<file path="src/inc/ctrl_sync_pkg.sv">
// Purpose: shared constants and types of the control synchronizer
// Assumes: packet type sits in the low nibble of plane 0 of the header beat
// Notes:   control packet body carries one nibble in the low bits of each plane
`default_nettype none
package ctrl_sync_pkg;
  localparam logic [3:0] TYPE_VIDEO   = 4'h0;   // video data packet
  localparam logic [3:0] TYPE_CTRL    = 4'hF;   // control data packet
  localparam int         NIB_W        = 4;      // bits of one control nibble
  localparam int         DIM_W        = 16;     // width and height field size
  localparam int         W_NIBS       = 4;      // nibbles 0..3 hold the width
  localparam int         H_END        = 8;      // nibbles 4..7 hold the height
  localparam logic [3:0] NIB_CNT_MAX  = 4'hF;   // nibble counter saturates here
  localparam int         MM_ADDR_W    = 32;     // master address width
  localparam int         MM_DATA_W    = 32;     // master data width
  localparam int         MAX_WRITES   = 8;      // default depth of the write table

  // one-bit steps along pass -> write -> finish; finish -> pass flips both bits
  typedef enum logic [1:0] {
    ST_PASS   = 2'h0,
    ST_WRITE  = 2'h1,
    ST_FINISH = 2'h3
  } sync_state_t;
endpackage
`default_nettype wire

</file>
<file path="src/core/ctrl_sync.sv">
// Purpose: stream pass-through that stalls on trigger events and writes stored
//          data words to stored addresses over a memory-mapped master
// Assumes: bits per sample of at least four; targets raise waitrequest to hold
// Notes:   a two-entry buffer sits between input and output; outputs are flops
//
// Functional notes
// - forward every packet unchanged while inspecting
// - trigger on video start or size change
// - stall the stream immediately on a trigger
// - write each of the first num_writes stored words to its address
// - resume only after all writes finish
// - writes finish before the video packet leaves
// - pulse completion when all writes are done
// - enable location gates every trigger
// - one-shot option clears enable after trigger
// - frame size and format taken at run time
// - up to four planes in parallel, any sequential
// - bits per sample is a build parameter
`timescale 1ns/100ps
`default_nettype none
module ctrl_sync #(
  parameter int PLANES   = 3,                       // planes in parallel, 1 to 4
  parameter int BPS      = 8,                       // bits per color sample
  parameter int N_WR     = ctrl_sync_pkg::MAX_WRITES,
  parameter bit ONE_SHOT = 1'b0                     // disable trigger after each event
) (
  input  wire logic                              clk_sys,
  input  wire logic                              reset_n,
  // stream input
  input  wire logic [PLANES*BPS-1:0]             in_data,
  input  wire logic                              in_sop,
  input  wire logic                              in_eop,
  input  wire logic                              in_valid,
  output var  logic                              in_ready,
  // stream output
  output var  logic [PLANES*BPS-1:0]             out_data,
  output var  logic                              out_sop,
  output var  logic                              out_eop,
  output var  logic                              out_valid,
  input  wire logic                              out_ready,
  // write table load port
  input  wire logic                              tbl_wr,
  input  wire logic [$clog2(N_WR)-1:0]           tbl_index,
  input  wire logic [ctrl_sync_pkg::MM_ADDR_W-1:0] tbl_address,
  input  wire logic [ctrl_sync_pkg::MM_DATA_W-1:0] tbl_data,
  input  wire logic [$clog2(N_WR+1)-1:0]         num_writes,
  // trigger control and status
  input  wire logic                              trig_en_wr,
  input  wire logic                              trig_en_data,
  input  wire logic                              trig_on_size,
  output var  logic                              trig_enabled,
  output var  logic                              stalled,
  output var  logic                              writes_done,
  // memory-mapped master
  output var  logic [ctrl_sync_pkg::MM_ADDR_W-1:0] mm_address,
  output var  logic [ctrl_sync_pkg::MM_DATA_W-1:0] mm_writedata,
  output var  logic                              mm_write,
  input  wire logic                              mm_waitrequest
);
  localparam int DW = PLANES * BPS;
  localparam int EW = DW + 2;                 // data plus sop and eop
  localparam int IW = $clog2(N_WR);
  localparam int CW = $clog2(N_WR + 1);

  ctrl_sync_pkg::sync_state_t state;
  ctrl_sync_pkg::sync_state_t next_state;

  logic [ctrl_sync_pkg::MM_ADDR_W-1:0] addr_mem [N_WR];
  logic [ctrl_sync_pkg::MM_DATA_W-1:0] data_mem [N_WR];

  logic [EW-1:0] head, skid, next_head, next_skid;
  logic          head_v, skid_v, next_head_v, next_skid_v;
  logic          push, pop, trig_fire, next_stall;
  logic [IW-1:0] wr_idx;
  logic [CW-1:0] wr_total;
  logic          last_ack;

  logic                      in_ctrl;
  logic [3:0]                nib_cnt;
  logic [ctrl_sync_pkg::DIM_W-1:0] width_acc, height_acc, next_width, next_height;
  logic [ctrl_sync_pkg::DIM_W-1:0] cur_width, cur_height;
  logic                      size_pending, size_changed;
  logic [ctrl_sync_pkg::NIB_W-1:0] nib [PLANES];

  // per-plane nibble of a control packet body beat
  genvar gp;
  generate
    for (gp = 0; gp < PLANES; gp++) begin : g_nib
      assign nib[gp] = in_data[gp*BPS +: ctrl_sync_pkg::NIB_W];
    end
  endgenerate

  assign push = in_valid & in_ready;
  assign pop  = out_valid & out_ready;

  // video header taken while armed; the header stays in the buffer, so the new
  // settings land before any beat of that packet leaves
  assign trig_fire = push & in_sop & (state == ctrl_sync_pkg::ST_PASS) & trig_enabled
                   & (in_data[ctrl_sync_pkg::NIB_W-1:0] == ctrl_sync_pkg::TYPE_VIDEO)
                   & (~trig_on_size | size_pending);

  assign last_ack = mm_write & ~mm_waitrequest & (CW'(wr_idx) == CW'(wr_total - 1'b1));

  // control packet width and height assembly, plane 0 carries the first nibble of each beat
  always_comb begin
    int k;
    k = 0;
    next_width  = width_acc;
    next_height = height_acc;
    for (int p = 0; p < PLANES; p++) begin
      k = int'(nib_cnt) + p;
      if (in_ctrl && !in_sop) begin
        if (k < ctrl_sync_pkg::W_NIBS) begin
          next_width[ctrl_sync_pkg::DIM_W-1-ctrl_sync_pkg::NIB_W*k -: ctrl_sync_pkg::NIB_W] = nib[p];
        end else if (k < ctrl_sync_pkg::H_END) begin
          next_height[ctrl_sync_pkg::DIM_W-1-ctrl_sync_pkg::NIB_W*(k-ctrl_sync_pkg::W_NIBS)
                      -: ctrl_sync_pkg::NIB_W] = nib[p];
        end
      end
    end
  end

  assign size_changed = push & in_ctrl & in_eop & ((next_width != cur_width) | (next_height != cur_height));

  // parser state follows every accepted beat; sizes are learnt at run time
  always_ff @(posedge clk_sys or negedge reset_n) begin
    if (!reset_n) begin
      in_ctrl    <= 1'b0;
      nib_cnt    <= 4'h0;
      width_acc  <= '0;
      height_acc <= '0;
      cur_width  <= '0;
      cur_height <= '0;
    end else if (push) begin
      if (in_sop) begin
        in_ctrl <= (in_data[ctrl_sync_pkg::NIB_W-1:0] == ctrl_sync_pkg::TYPE_CTRL);
        nib_cnt <= 4'h0;
      end else if (in_ctrl) begin
        width_acc  <= next_width;
        height_acc <= next_height;
        if (nib_cnt > ctrl_sync_pkg::NIB_CNT_MAX - 4'(PLANES)) nib_cnt <= ctrl_sync_pkg::NIB_CNT_MAX;
        else nib_cnt <= nib_cnt + 4'(PLANES);
      end
      if (in_ctrl && in_eop) begin
        in_ctrl    <= 1'b0;
        cur_width  <= next_width;
        cur_height <= next_height;
      end
    end
  end

  // pending size change: a new change wins over the clear by a trigger
  always_ff @(posedge clk_sys or negedge reset_n) begin
    if (!reset_n) size_pending <= 1'b0;
    else if (size_changed) size_pending <= 1'b1;
    else if (trig_fire) size_pending <= 1'b0;
  end

  // trigger enable; the one-shot disable wins over a same-cycle software write
  always_ff @(posedge clk_sys or negedge reset_n) begin
    if (!reset_n) trig_enabled <= 1'b0;
    else if (ONE_SHOT && trig_fire) trig_enabled <= 1'b0;
    else if (trig_en_wr) trig_enabled <= trig_en_data;
  end

  // write table, loaded by software at any time
  always_ff @(posedge clk_sys) begin
    if (tbl_wr) begin
      addr_mem[tbl_index] <= tbl_address;
      data_mem[tbl_index] <= tbl_data;
    end
  end

  // sequencer: pass, write the first num_writes entries, one finishing cycle, pass
  always_comb begin
    next_state = state;
    case (state)
      ctrl_sync_pkg::ST_PASS:   if (trig_fire) next_state = (num_writes == '0) ? ctrl_sync_pkg::ST_FINISH
                                                                            : ctrl_sync_pkg::ST_WRITE;
      ctrl_sync_pkg::ST_WRITE:  if (last_ack) next_state = ctrl_sync_pkg::ST_FINISH;
      ctrl_sync_pkg::ST_FINISH: next_state = ctrl_sync_pkg::ST_PASS;
      default:                  next_state = ctrl_sync_pkg::ST_PASS;
    endcase
  end
  assign next_stall = (next_state != ctrl_sync_pkg::ST_PASS);

  always_ff @(posedge clk_sys or negedge reset_n) begin
    if (!reset_n) begin
      state       <= ctrl_sync_pkg::ST_PASS;
      stalled     <= 1'b0;
      writes_done <= 1'b0;
    end else begin
      state       <= next_state;
      stalled     <= next_stall;
      writes_done <= (state == ctrl_sync_pkg::ST_FINISH);
    end
  end

  // master: one write at a time, held while the target waits
  always_ff @(posedge clk_sys or negedge reset_n) begin
    if (!reset_n) begin
      mm_write     <= 1'b0;
      mm_address   <= '0;
      mm_writedata <= '0;
      wr_idx       <= '0;
      wr_total     <= '0;
    end else if (trig_fire && num_writes != '0) begin
      mm_write     <= 1'b1;
      mm_address   <= addr_mem[0];
      mm_writedata <= data_mem[0];
      wr_idx       <= '0;
      wr_total     <= num_writes;                                  // count frozen per trigger
    end else if (mm_write && !mm_waitrequest) begin
      if (last_ack) begin
        mm_write <= 1'b0;
      end else begin
        mm_address   <= addr_mem[wr_idx + 1'b1];
        mm_writedata <= data_mem[wr_idx + 1'b1];
        wr_idx       <= wr_idx + 1'b1;
      end
    end
  end

  // two-entry buffer: head drives the outputs directly, skid absorbs a late stall
  always_comb begin
    next_head   = head;
    next_skid   = skid;
    next_head_v = head_v;
    next_skid_v = skid_v;
    if (pop) begin
      if (skid_v) begin
        next_head   = skid;
        next_skid_v = 1'b0;
      end else begin
        next_head_v = 1'b0;
      end
    end
    if (push) begin
      if (!next_head_v) begin
        next_head   = {in_sop, in_eop, in_data};
        next_head_v = 1'b1;
      end else begin
        next_skid   = {in_sop, in_eop, in_data};
        next_skid_v = 1'b1;
      end
    end
  end

  always_ff @(posedge clk_sys or negedge reset_n) begin
    if (!reset_n) begin
      head      <= '0;
      skid      <= '0;
      head_v    <= 1'b0;
      skid_v    <= 1'b0;
      in_ready  <= 1'b0;
      out_valid <= 1'b0;
    end else begin
      head      <= next_head;
      skid      <= next_skid;
      head_v    <= next_head_v;
      skid_v    <= next_skid_v;
      in_ready  <= ~next_skid_v & ~next_stall;
      out_valid <= next_head_v & ~next_stall;
    end
  end
  assign out_data = head[DW-1:0];
  assign out_eop  = head[DW];
  assign out_sop  = head[DW+1];
endmodule  // ctrl_sync
`default_nettype wire

</file>
<file path="config.mk">
export PLATFORM = sky130hd
export DESIGN_NAME = ctrl_sync
export DESIGN_NICKNAME = d
export VERILOG_FILES = /design/src/inc/ctrl_sync_pkg.sv /design/src/core/ctrl_sync.sv
export SDC_FILE = /design/constraint.sdc
export NUM_CORES = 1
export LEC_CHECK = 0
export ABC_AREA = 1
export BUFFER_PORTS_ARGS = -buffer_cell sky130_fd_sc_hd__buf_2
export CORE_UTILIZATION = 55
export DETAILED_ROUTE_END_ITERATION = 12
export GPL_TIMING_DRIVEN = 0
export HOLD_SLACK_MARGIN = 0.05
export PLACE_DENSITY = 0.76
export SLEW_MARGIN = 20
export SYNTH_ARGS = -nofsm -noshare
export SYNTH_HDL_FRONTEND = slang
export SYNTH_SLANG_ARGS = --single-unit
</file>
<file path="constraint.sdc">
create_clock -name clk_sys -period 3.8 [get_ports clk_sys]
set_input_delay 0.76 -clock clk_sys [delete_from_list [all_inputs] [get_ports clk_sys]]
set_output_delay 0.76 -clock clk_sys [all_outputs]
set_load 0.01 [all_outputs]
</file>
Word level (Yosys, flattened, before mapping)
Memory sizes are Yosys's and may differ from the RTL's.
Cells that the tools add are included.

operators by class
  add/sub/neg operators = 20
  $lt $le $gt $ge = 7
  eq/ne operators = 7
  shift-type cells = 12
  mux-type cells = 56
  bitwise operators = 21
  reduce and logical (&&, ||, !) cells = 23

operators with widths
  kind                                                                          number
  16-bit 2-to-1 mux                                                             15
  4-bit by 33-bit variable shift with 19-bit output, first input constant       6
  4-bit by 33-bit indexed part select with 19-bit output                        6
  32-bit 2-to-1 mux                                                             6
  26-bit 2-to-1 mux                                                             4
  8-bit negation with 33-bit output                                             3
  16-bit bitwise mux                                                            6
  9-bit negation with 33-bit output                                             2
  7-bit negation with 33-bit output                                             1
  16-bit inequality test                                                        2
  5-bit by 8-bit subtractor with 9-bit output, first input constant             2
  4-bit by 7-bit subtractor with 8-bit output, first input constant             2
  1-bit 2-to-1 mux                                                              15
  1-bit bitwise AND                                                             14
  4-bit 2-to-1 mux                                                              3
  2-bit AND reduction                                                           6
  2-bit nonzero test                                                            6
  5-bit by 3-bit subtractor with 6-bit output, second input constant            2
  5-bit by 3-bit less-than comparator with 1-bit output, second input constant  2
  5-bit by 4-bit less-than comparator with 1-bit output, second input constant  2
  3-bit 2-to-1 mux                                                              3
  4-bit zero test                                                               2
  5-bit by 7-bit subtractor with 8-bit output, first input constant             1
  4-bit by 6-bit subtractor with 7-bit output, first input constant             1
  23 further kinds                                                              34

storage, ports and cells
  register bits = 203
  RAM bits = 512
  input port bits = 106
  output and inout bits = 96
  logic and storage cells = 170
  memories kept = 2

memories
  name      depth  width  read ports  clocked after memory_dff  write ports  RTL line         RTL
  addr_mem  8      32     2           0                         1            ctrl_sync.sv:68  logic [ctrl_sync_pkg::MM_ADDR_W-1:0] addr_mem [N_WR];
  data_mem  8      32     2           0                         1            ctrl_sync.sv:69  logic [ctrl_sync_pkg::MM_DATA_W-1:0] data_mem [N_WR];

Depth between registers and ports, before layout
Gate-level depths: netlist of the first run.

  depth after elaboration = 20
  gate-level depth with buffers = 32
  gate-level depth less buffers = 31

Least setup slack after synthesis of the first run
Ideal clock, no wire load.

  path type = input port to flip-flop
  start = input tbl_index[0]
  end = memory addr_mem[0][0] (netlist bit), enable pin
  library setup time = 0.487 ns
  arrival time = 3.578 ns
  required time = 3.313 ns
  setup slack = -0.265 ns
  stages on the path = 3
  buffers on the path = 0
  cell sequence = inv_1 nand2_1 nor2_1

RTL lines
  item         RTL line         RTL
  from (decl)  ctrl_sync.sv:43  input wire logic [$clog2(N_WR)-1:0] tbl_index,
  to (decl)    ctrl_sync.sv:68

No word-level cell before the write port.

Worst setup path in the final report of the first run
  start = register nib_cnt[1]
  end = register size_pending

on the way
  longest elaborated chain between the ends = 20

ends and longest elaborated chain
  item                                                                                        RTL line          RTL
  from (decl)                                                                                 ctrl_sync.sv:79   logic [3:0] nib_cnt;
  from (signal assigned)                                                                      ctrl_sync.sv:141  if (nib_cnt > ctrl_sync_pkg::NIB_CNT_MAX - 4'(PLANES)) nib_cnt <= ctrl_sync_pkg::NIB_CNT_MAX;
  from (signal assigned)                                                                      ctrl_sync.sv:142  else nib_cnt <= nib_cnt + 4'(PLANES);
  parallel branches: the longest is 17 deep, another holds 9-bit negation with 33-bit output  --
  1-bit OR *                                                                                  ctrl_sync.sv:123  assign size_changed = push & in_ctrl & in_eop & ((next_width != cur_width) | (next_height != cur_height));
  1-bit bitwise AND *                                                                         ctrl_sync.sv:123
  1-bit 2-to-1 mux / 2-bit nonzero test (equally long branches)                               --
  to (signal assigned)                                                                        ctrl_sync.sv:154  if (!reset_n) size_pending <= 1'b0;
  to (signal assigned)                                                                        ctrl_sync.sv:155  else if (size_changed) size_pending <= 1'b1;
  to (signal assigned)                                                                        ctrl_sync.sv:156  else if (trig_fire) size_pending <= 1'b0;
  to (decl)                                                                                   ctrl_sync.sv:82   logic size_pending, size_changed;

Every way passes the cells marked *.
A chain may end at the register's enable or synchronous reset.

==> results.cfg, run 1 <==
[power]
power_density_nw_per_um2 = 771
p_leak_nw = 14.3
finalPower_w = 0.0288
irDropWorstVdd_uv = 531

[setup_path]
r2r-start = nib_cnt[1]
cp_slowest_cell = dfrtp_2
ff2ff_path_depth = 30
cp-end-kind = flop
critPathKind = reg -> reg
cpMostUsedCell = buf_4
r2r-end = size_pending
path_max_fanout = 5
r2r_slack_ns = -0.19
cp.arrival_ns = 4.51
critPathMaxStageDelay_ns = 0.48
start_kind = flop
cp.required_ns = 4.32

[detailed_routing]
wirelength_um = 101000
ant_nets = 0
wl_per_cell_um = 24.4
wl_met3_um = 12000
highest_layer = met5
drt-met1-wl_um = 38500
viasPerCell = 6.33
route.detailed.drc = 0
wl_met2_um = 46600
vias = 26231
drtIter0Drc = 3522
drt_first_pass_iters = 6

[logic_synthesis]
synthArstFlopShare = 0.284
synth-edff-count = 512
syn_nets = 3102
mappedNetlistArea_um2 = 31400
syn_area_per_cell_um2 = 10.6
synth_cell_types = 47
ys_warn_count = 0
synth_ff_type = edfxtp_1
synth_seq_area_share = 0.651
ys_ff_latch = 715
postSynthCellCount = 2974

[clocking]
path_clk_slew_ns = 0.06
cts_tree = built
cts_root_buffer = clkbuf_16
numCtsBuffers = 73
clk_latency_ns = 0.63
cts_buffer_depth = 3
htreeDepth = 3
cts_sinks = 715

[timing]
relSlewSlack = 0.254
rsz0062_at_grt = true
fin_crit_sh = 1.05
layout_setup_ws_ns = -0.191
finalMaxSlewViolations = 0
timing.hold.ws_ns = 0.346
setup_viol_count_final = 1
tns_ns = -0.191
skew_ns = 0.0301
hold_viol_final = 0
tightest_slew_ns = 1.11
max_freq_mhz = 251
period_minus_slack_ns = 3.99

[die]
fp.dieW_um = 241
die_h_um = 241
ios = 202
initial_core_util = 0.557
rows = 87
coreArea_um2 = 56400
die-area_um2 = 58100

[grt]
grt_overflow = 0
grt_max_degree = 91
grt_pass1_wl_um = 151000
grt_usage = 0.350
grt_pass1_vias = 25735
antenna_found_initial = 15

[place]
gp_congestion = 0.991
dp_hpwl_um = 68500
io_buffers = 201

[layout]
drive_above_1_share = 0.163
nets = 3448
post-route-util = 0.662
synthToLayoutAreaGrowth_pct = 18.7
n_fill_cell = 4311

[worst_hold_path]
min_path_cells = 3
whs_endpoint = trig_enabled
hp-class = in -> reg
hp-start = trig_en_data

[run_status]
status = complete, but fails checks
violations = negative setup slack

[flow_run]
cap_viol_max_count = 0
## what timing repair did
item | CTS | global route
setup buffers | 33 | 12
endpoints found under the setup margin | 34 | 7
hold buffers | 1 | 0
pin swaps | 38 | 34
gates cloned | 0 | 0
gates resized for setup | 56 | 59
endpoints found under the hold margin | 24 | 0
## how the worst max path moves through the flow
stage,endpoint,start,cells past startpoint,slack [ns]
floorplan,addr_mem[0][0],tbl_index[0],3,-0.26
global placement,data_mem[6][23],tbl_index[0],4,-2.82
detailed placement,size_pending,nib_cnt[1],28,-1.51
CTS,size_pending,nib_cnt[1],29,-0.11
global route,size_pending,nib_cnt[1],28,-0.35
finish,size_pending,nib_cnt[1],30,-0.19
## where the power goes
part / switching, W / total, W / internal, W
clock network: 0.00312 / 0.00728 / 0.00415
registers: 0.000625 / 0.0100 / 0.00941
logic: 0.00785 / 0.0115 / 0.00361
## sequential cells by signal, summed over array words and instances, names as in the netlist, 2 cells and up
register and count:
addr_mem 256, cur_height 16, cur_width 16, data_mem 256
head 26, height_acc 16, mm_address 32, mm_writedata 32
nib_cnt 4, skid 26, state 2, width_acc 16
wr_idx 3, wr_total 4
## layout by cell type, fill, tap and decap left out, types with 12 or more instances in the layout
cell / count
edfxtp_1: 512
nand2_1: 509
nor2_1: 338
o21ai_0: 328
buf_2: 216
dfrtp_1: 201
nand3_1: 186
clkbuf_1: 159
inv_1: 146
clkbuf_16: 73
nand4_1: 68
a21oi_1: 63
o221ai_1: 61
a221oi_1: 48
o22ai_1: 46
buf_4: 44
a31oi_1: 31
o211ai_1: 29
nand2_2: 26
nor2_4: 23
nor3_1: 23
clkinv_1: 20
inv_2: 18
nand3_2: 17
o221a_2: 15
buf_16: 14
buf_12: 13
ha_1: 12
## cells by family after synthesis
| family | Yosys count | synth area share |
|---|---|---|
| and+or+nand+nor | 1236 | 0.170 |
| DFF | 715 | 0.651 |
| AOI/OAI and AO/OA | 640 | 0.124 |
| buffers and inverters | 354 | 0.0441 |
| adders and majority gates | 22 | 0.00876 |
| xor gates and xnor gates | 7 | 0.00219 |
## worst max-delay path, delay by kind of cell (launching register included)
kind / cells / cell delay [ns]
AND/OR/NAND/NOR: 17 / 1.68
buffers and inverters: 12 / 1.47
flip-flops: 1 / 0.48
adder cells (fa/ha/maj): 1 / 0.24
## Yosys cell counts (6+ instances only)
master	instances	share of area
a21oi_1	64	0.010
a221oi_1	48	0.013
a31oi_1	31	0.0062
buf_1	10	0.0012
buf_2	18	0.0029
clkbuf_1	147	0.018
dfrtp_1	203	0.16
edfxtp_1	512	0.49
ha_1	22	0.0088
inv_1	153	0.018
inv_2	15	0.0018
nand2_1	532	0.064
nand2_2	6	0.0012
nand3_1	201	0.032
nand3_2	8	0.0025
nand3b_1	10	0.0024
nand4_1	68	0.014
nor2_1	357	0.043
nor2_2	9	0.0018
nor2_4	6	0.0021
nor3_1	25	0.0040
o211ai_1	29	0.0069
o21ai_0	329	0.052
o221a_2	15	0.0054
o221ai_1	61	0.017
o22ai_1	46	0.0092
## routing by layer
layer	vias up	global-route usage
met2	1896	0.543
met3	312	0.0924
met1	12627	0.457
met5	-	0.00842
li1	11382	-
met4	14	0.169
## final cells by class
type | count | area, um2 | area share
tap | 756 | 946 | 0.0253
timing repair buffer | 273 | 2000 | 0.0537
antenna | 11 | 27.5 | 0.000738
clock inverter | 43 | 473 | 0.0127
clock buffer | 92 | 1950 | 0.0522
inverter | 173 | 669 | 0.0179
buffer | 179 | 753 | 0.0202
sequential | 715 | 20500 | 0.548
multi-input combinational | 1905 | 10000 | 0.269
## per-stage QoR
stage / instance area, um2 / std cells / setup slack, ns
after global routing: 37300 / 4143 / -0.353
after global placement: 33400 / 3931 / -2.82
after detailed placement: 34100 / 3957 / -1.51
after floorplan: 31400 / 2974 / -0.264
after CTS: 37000 / 4125 / -0.110
final: 37300 / 4147 / -0.191
Note: power is estimated with default switching activity, not from simulation.
==> run 2: changes to the inputs <==
--- a/config.mk
+++ b/config.mk
@@ -11,7 +11,7 @@
 export DETAILED_ROUTE_END_ITERATION = 12
 export GPL_TIMING_DRIVEN = 0
 export HOLD_SLACK_MARGIN = 0.05
-export PLACE_DENSITY = 0.76
+export PLACE_DENSITY_LB_ADDON = 0.1
 export SLEW_MARGIN = 20
 export SYNTH_ARGS = -nofsm -noshare
 export SYNTH_HDL_FRONTEND = slang
==> constraint.sdc (replaced) <==
create_clock -name clk_sys -period 3.8 [get_ports clk_sys]
set_input_delay 0.57 -clock clk_sys [delete_from_list [all_inputs] [get_ports clk_sys]]
set_output_delay 0.57 -clock clk_sys [all_outputs]
set_load 0.01 [all_outputs]
==> results.cfg, run 2 (synthesis results as in run 1) <==
[run_status]
status = complete, but fails checks
violations = negative setup slack

[detailed_routing]
drtIter0Drc = 2586
vias = 25416
wirelength_um = 98000
wl_met3_um = 10000
ant_nets = 0
viasPerCell = 6.16
route.detailed.drc = 0
wl_met2_um = 45700
drt_first_pass_iters = 8
highest_layer = met5
drt-met1-wl_um = 39400
wl_per_cell_um = 23.7

[setup_path]
start_kind = flop
path_max_fanout = 11
cpMostUsedCell = nand2_1
r2r-end = size_pending
r2r_slack_ns = -0.19
cp-startpoint = nib_cnt[1]
cp.arrival_ns = 4.50
critPathMaxStageDelay_ns = 0.48
r2r-start = nib_cnt[1]
ff2ff_path_depth = 28
cp-endpoint = size_pending
cp.required_ns = 4.31
critPathKind = reg -> reg
cp_slowest_cell = dfrtp_2
cp-end-kind = flop

[place]
dpl_cell_area_um2 = 34100
dp_hpwl_um = 68000
dp_cells = 3957
gp_congestion = 1.02
io_buffers = 201

[layout]
nets = 3436
final_cells = 4129
n_fill_cell = 4374
largest_registers = addr_mem: 256 flops, data_mem: 256 flops
drive_above_1_share = 0.162
final_common_cell = edfxtp_1
stdcell_area_um2 = 37300
synthToLayoutAreaGrowth_pct = 18.6
final_cell_mix = edfxtp_1, nand2_1, nor2_1

[die]
rows = 87
die_h_um = 241
fp.dieW_um = 241
initial_core_util = 0.557
coreArea_um2 = 56400
die-area_um2 = 58100
ios = 202

[timing]
layout_setup_ws_ns = -0.192
max_freq_mhz = 251
rsz0062_at_grt = true
tightest_slew_ns = 1.24
timing.hold.ws_ns = 0.184
tns_ns = -0.192
finalMaxSlewViolations = 0
period_minus_slack_ns = 3.99
fin_crit_sh = 1.05
relSlewSlack = 0.173
hold_viol_final = 0
skew_ns = 0.0205
setup_viol_count_final = 1

[worst_hold_path]
hp-class = in -> reg
min_path_cells = 3

[clocking]
cts_root_buffer = clkbuf_16
cts_sinks = 715
numCtsBuffers = 74
htreeDepth = 3
path_clk_slew_ns = 0.07
cts_tree = built
clk_latency_ns = 0.62
cts_buffer_depth = 3

[power]
p_leak_nw = 14.3
power_density_nw_per_um2 = 769
irDropWorstVdd_uv = 605

[grt]
grt_overflow = 0
grt_usage = 0.340
grt_pass1_wl_um = 147000
antenna_found_initial = 7
grt_pass1_vias = 24831
grt_max_degree = 89

[flow_run]
cap_viol_max_count = 0
==> run 2: metal layers <==
metal	up-vias	global-route usage
met5	-	0
met4	8	0.125
met3	225	0.0684
met2	1429	0.539
met1	12420	0.465
li1	11334	-
==> run 2: worst max-delay path: cells and delay by family, from the launching register on <==
| family | cells | cell delay [ns] |
|---|---|---|
| AND/OR/NAND/NOR | 17 | 1.80 |
| adder cells (fa/ha/maj) | 4 | 0.93 |
| buffers and inverters | 7 | 0.64 |
| flip-flops | 1 | 0.48 |
==> run 2: power breakdown <==
| part | switching (W) | internal (W) | leakage, nW |
|---|---|---|---|
| logic | 0.00769 | 0.00361 | 5.94 |
| clock network | 0.00309 | 0.00428 | 1.19 |
| registers | 0.000619 | 0.00941 | 7.18 |
| total | 0.0114 | 0.0173 | 14.3 |
==> run 2: stage by stage <==
step,setup WS (ns),total power (W),util
floorplan,-0.0741,0.0168,-
detailed placement,-1.39,0.0207,0.605
global placement,-2.72,0.0204,0.592
global route,-0.361,0.0301,0.661
CTS,-0.0622,0.0284,0.658
finish,-0.192,0.0287,0.661
==> run 2: worst min-delay path by stage <==
stage	start	end	slack [ns]
finish	in_data[15]	skid[15]	0.18
floorplan	reset_n	cur_height[0]	0.27
CTS	in_data[15]	skid[15]	0.16
global route	trig_en_wr	trig_enabled	0.18
global placement	skid[20]	skid[20]	0.45
detailed placement	skid[20]	skid[20]	0.46
==> run 2: repair_timing <==
| action | in CTS | in global routing |
|---|---|---|
| setup endpoints to repair | 40 | 3 |
| pin swaps | 32 | 21 |
| hold buffers | 1 | 0 |
| endpoints found under the hold margin | 40 | 0 |
| setup buffers | 28 | 5 |
| resized for setup | 88 | 31 |
==> run 2: cell type report <==
| class | instances | area [um2] | area share |
|---|---|---|---|
| inverters | 173 | 681 | 0.0183 |
| diodes | 5 | 12.5 | 0.000336 |
| well taps | 756 | 946 | 0.0254 |
| multi-input cells | 1905 | 10000 | 0.269 |
| flip-flops and latches | 715 | 20500 | 0.549 |
| repair buffers | 261 | 1930 | 0.0517 |
| clock inverters | 37 | 384 | 0.0103 |
| plain buffers | 178 | 758 | 0.0203 |
| clock buffers | 99 | 2080 | 0.0557 |
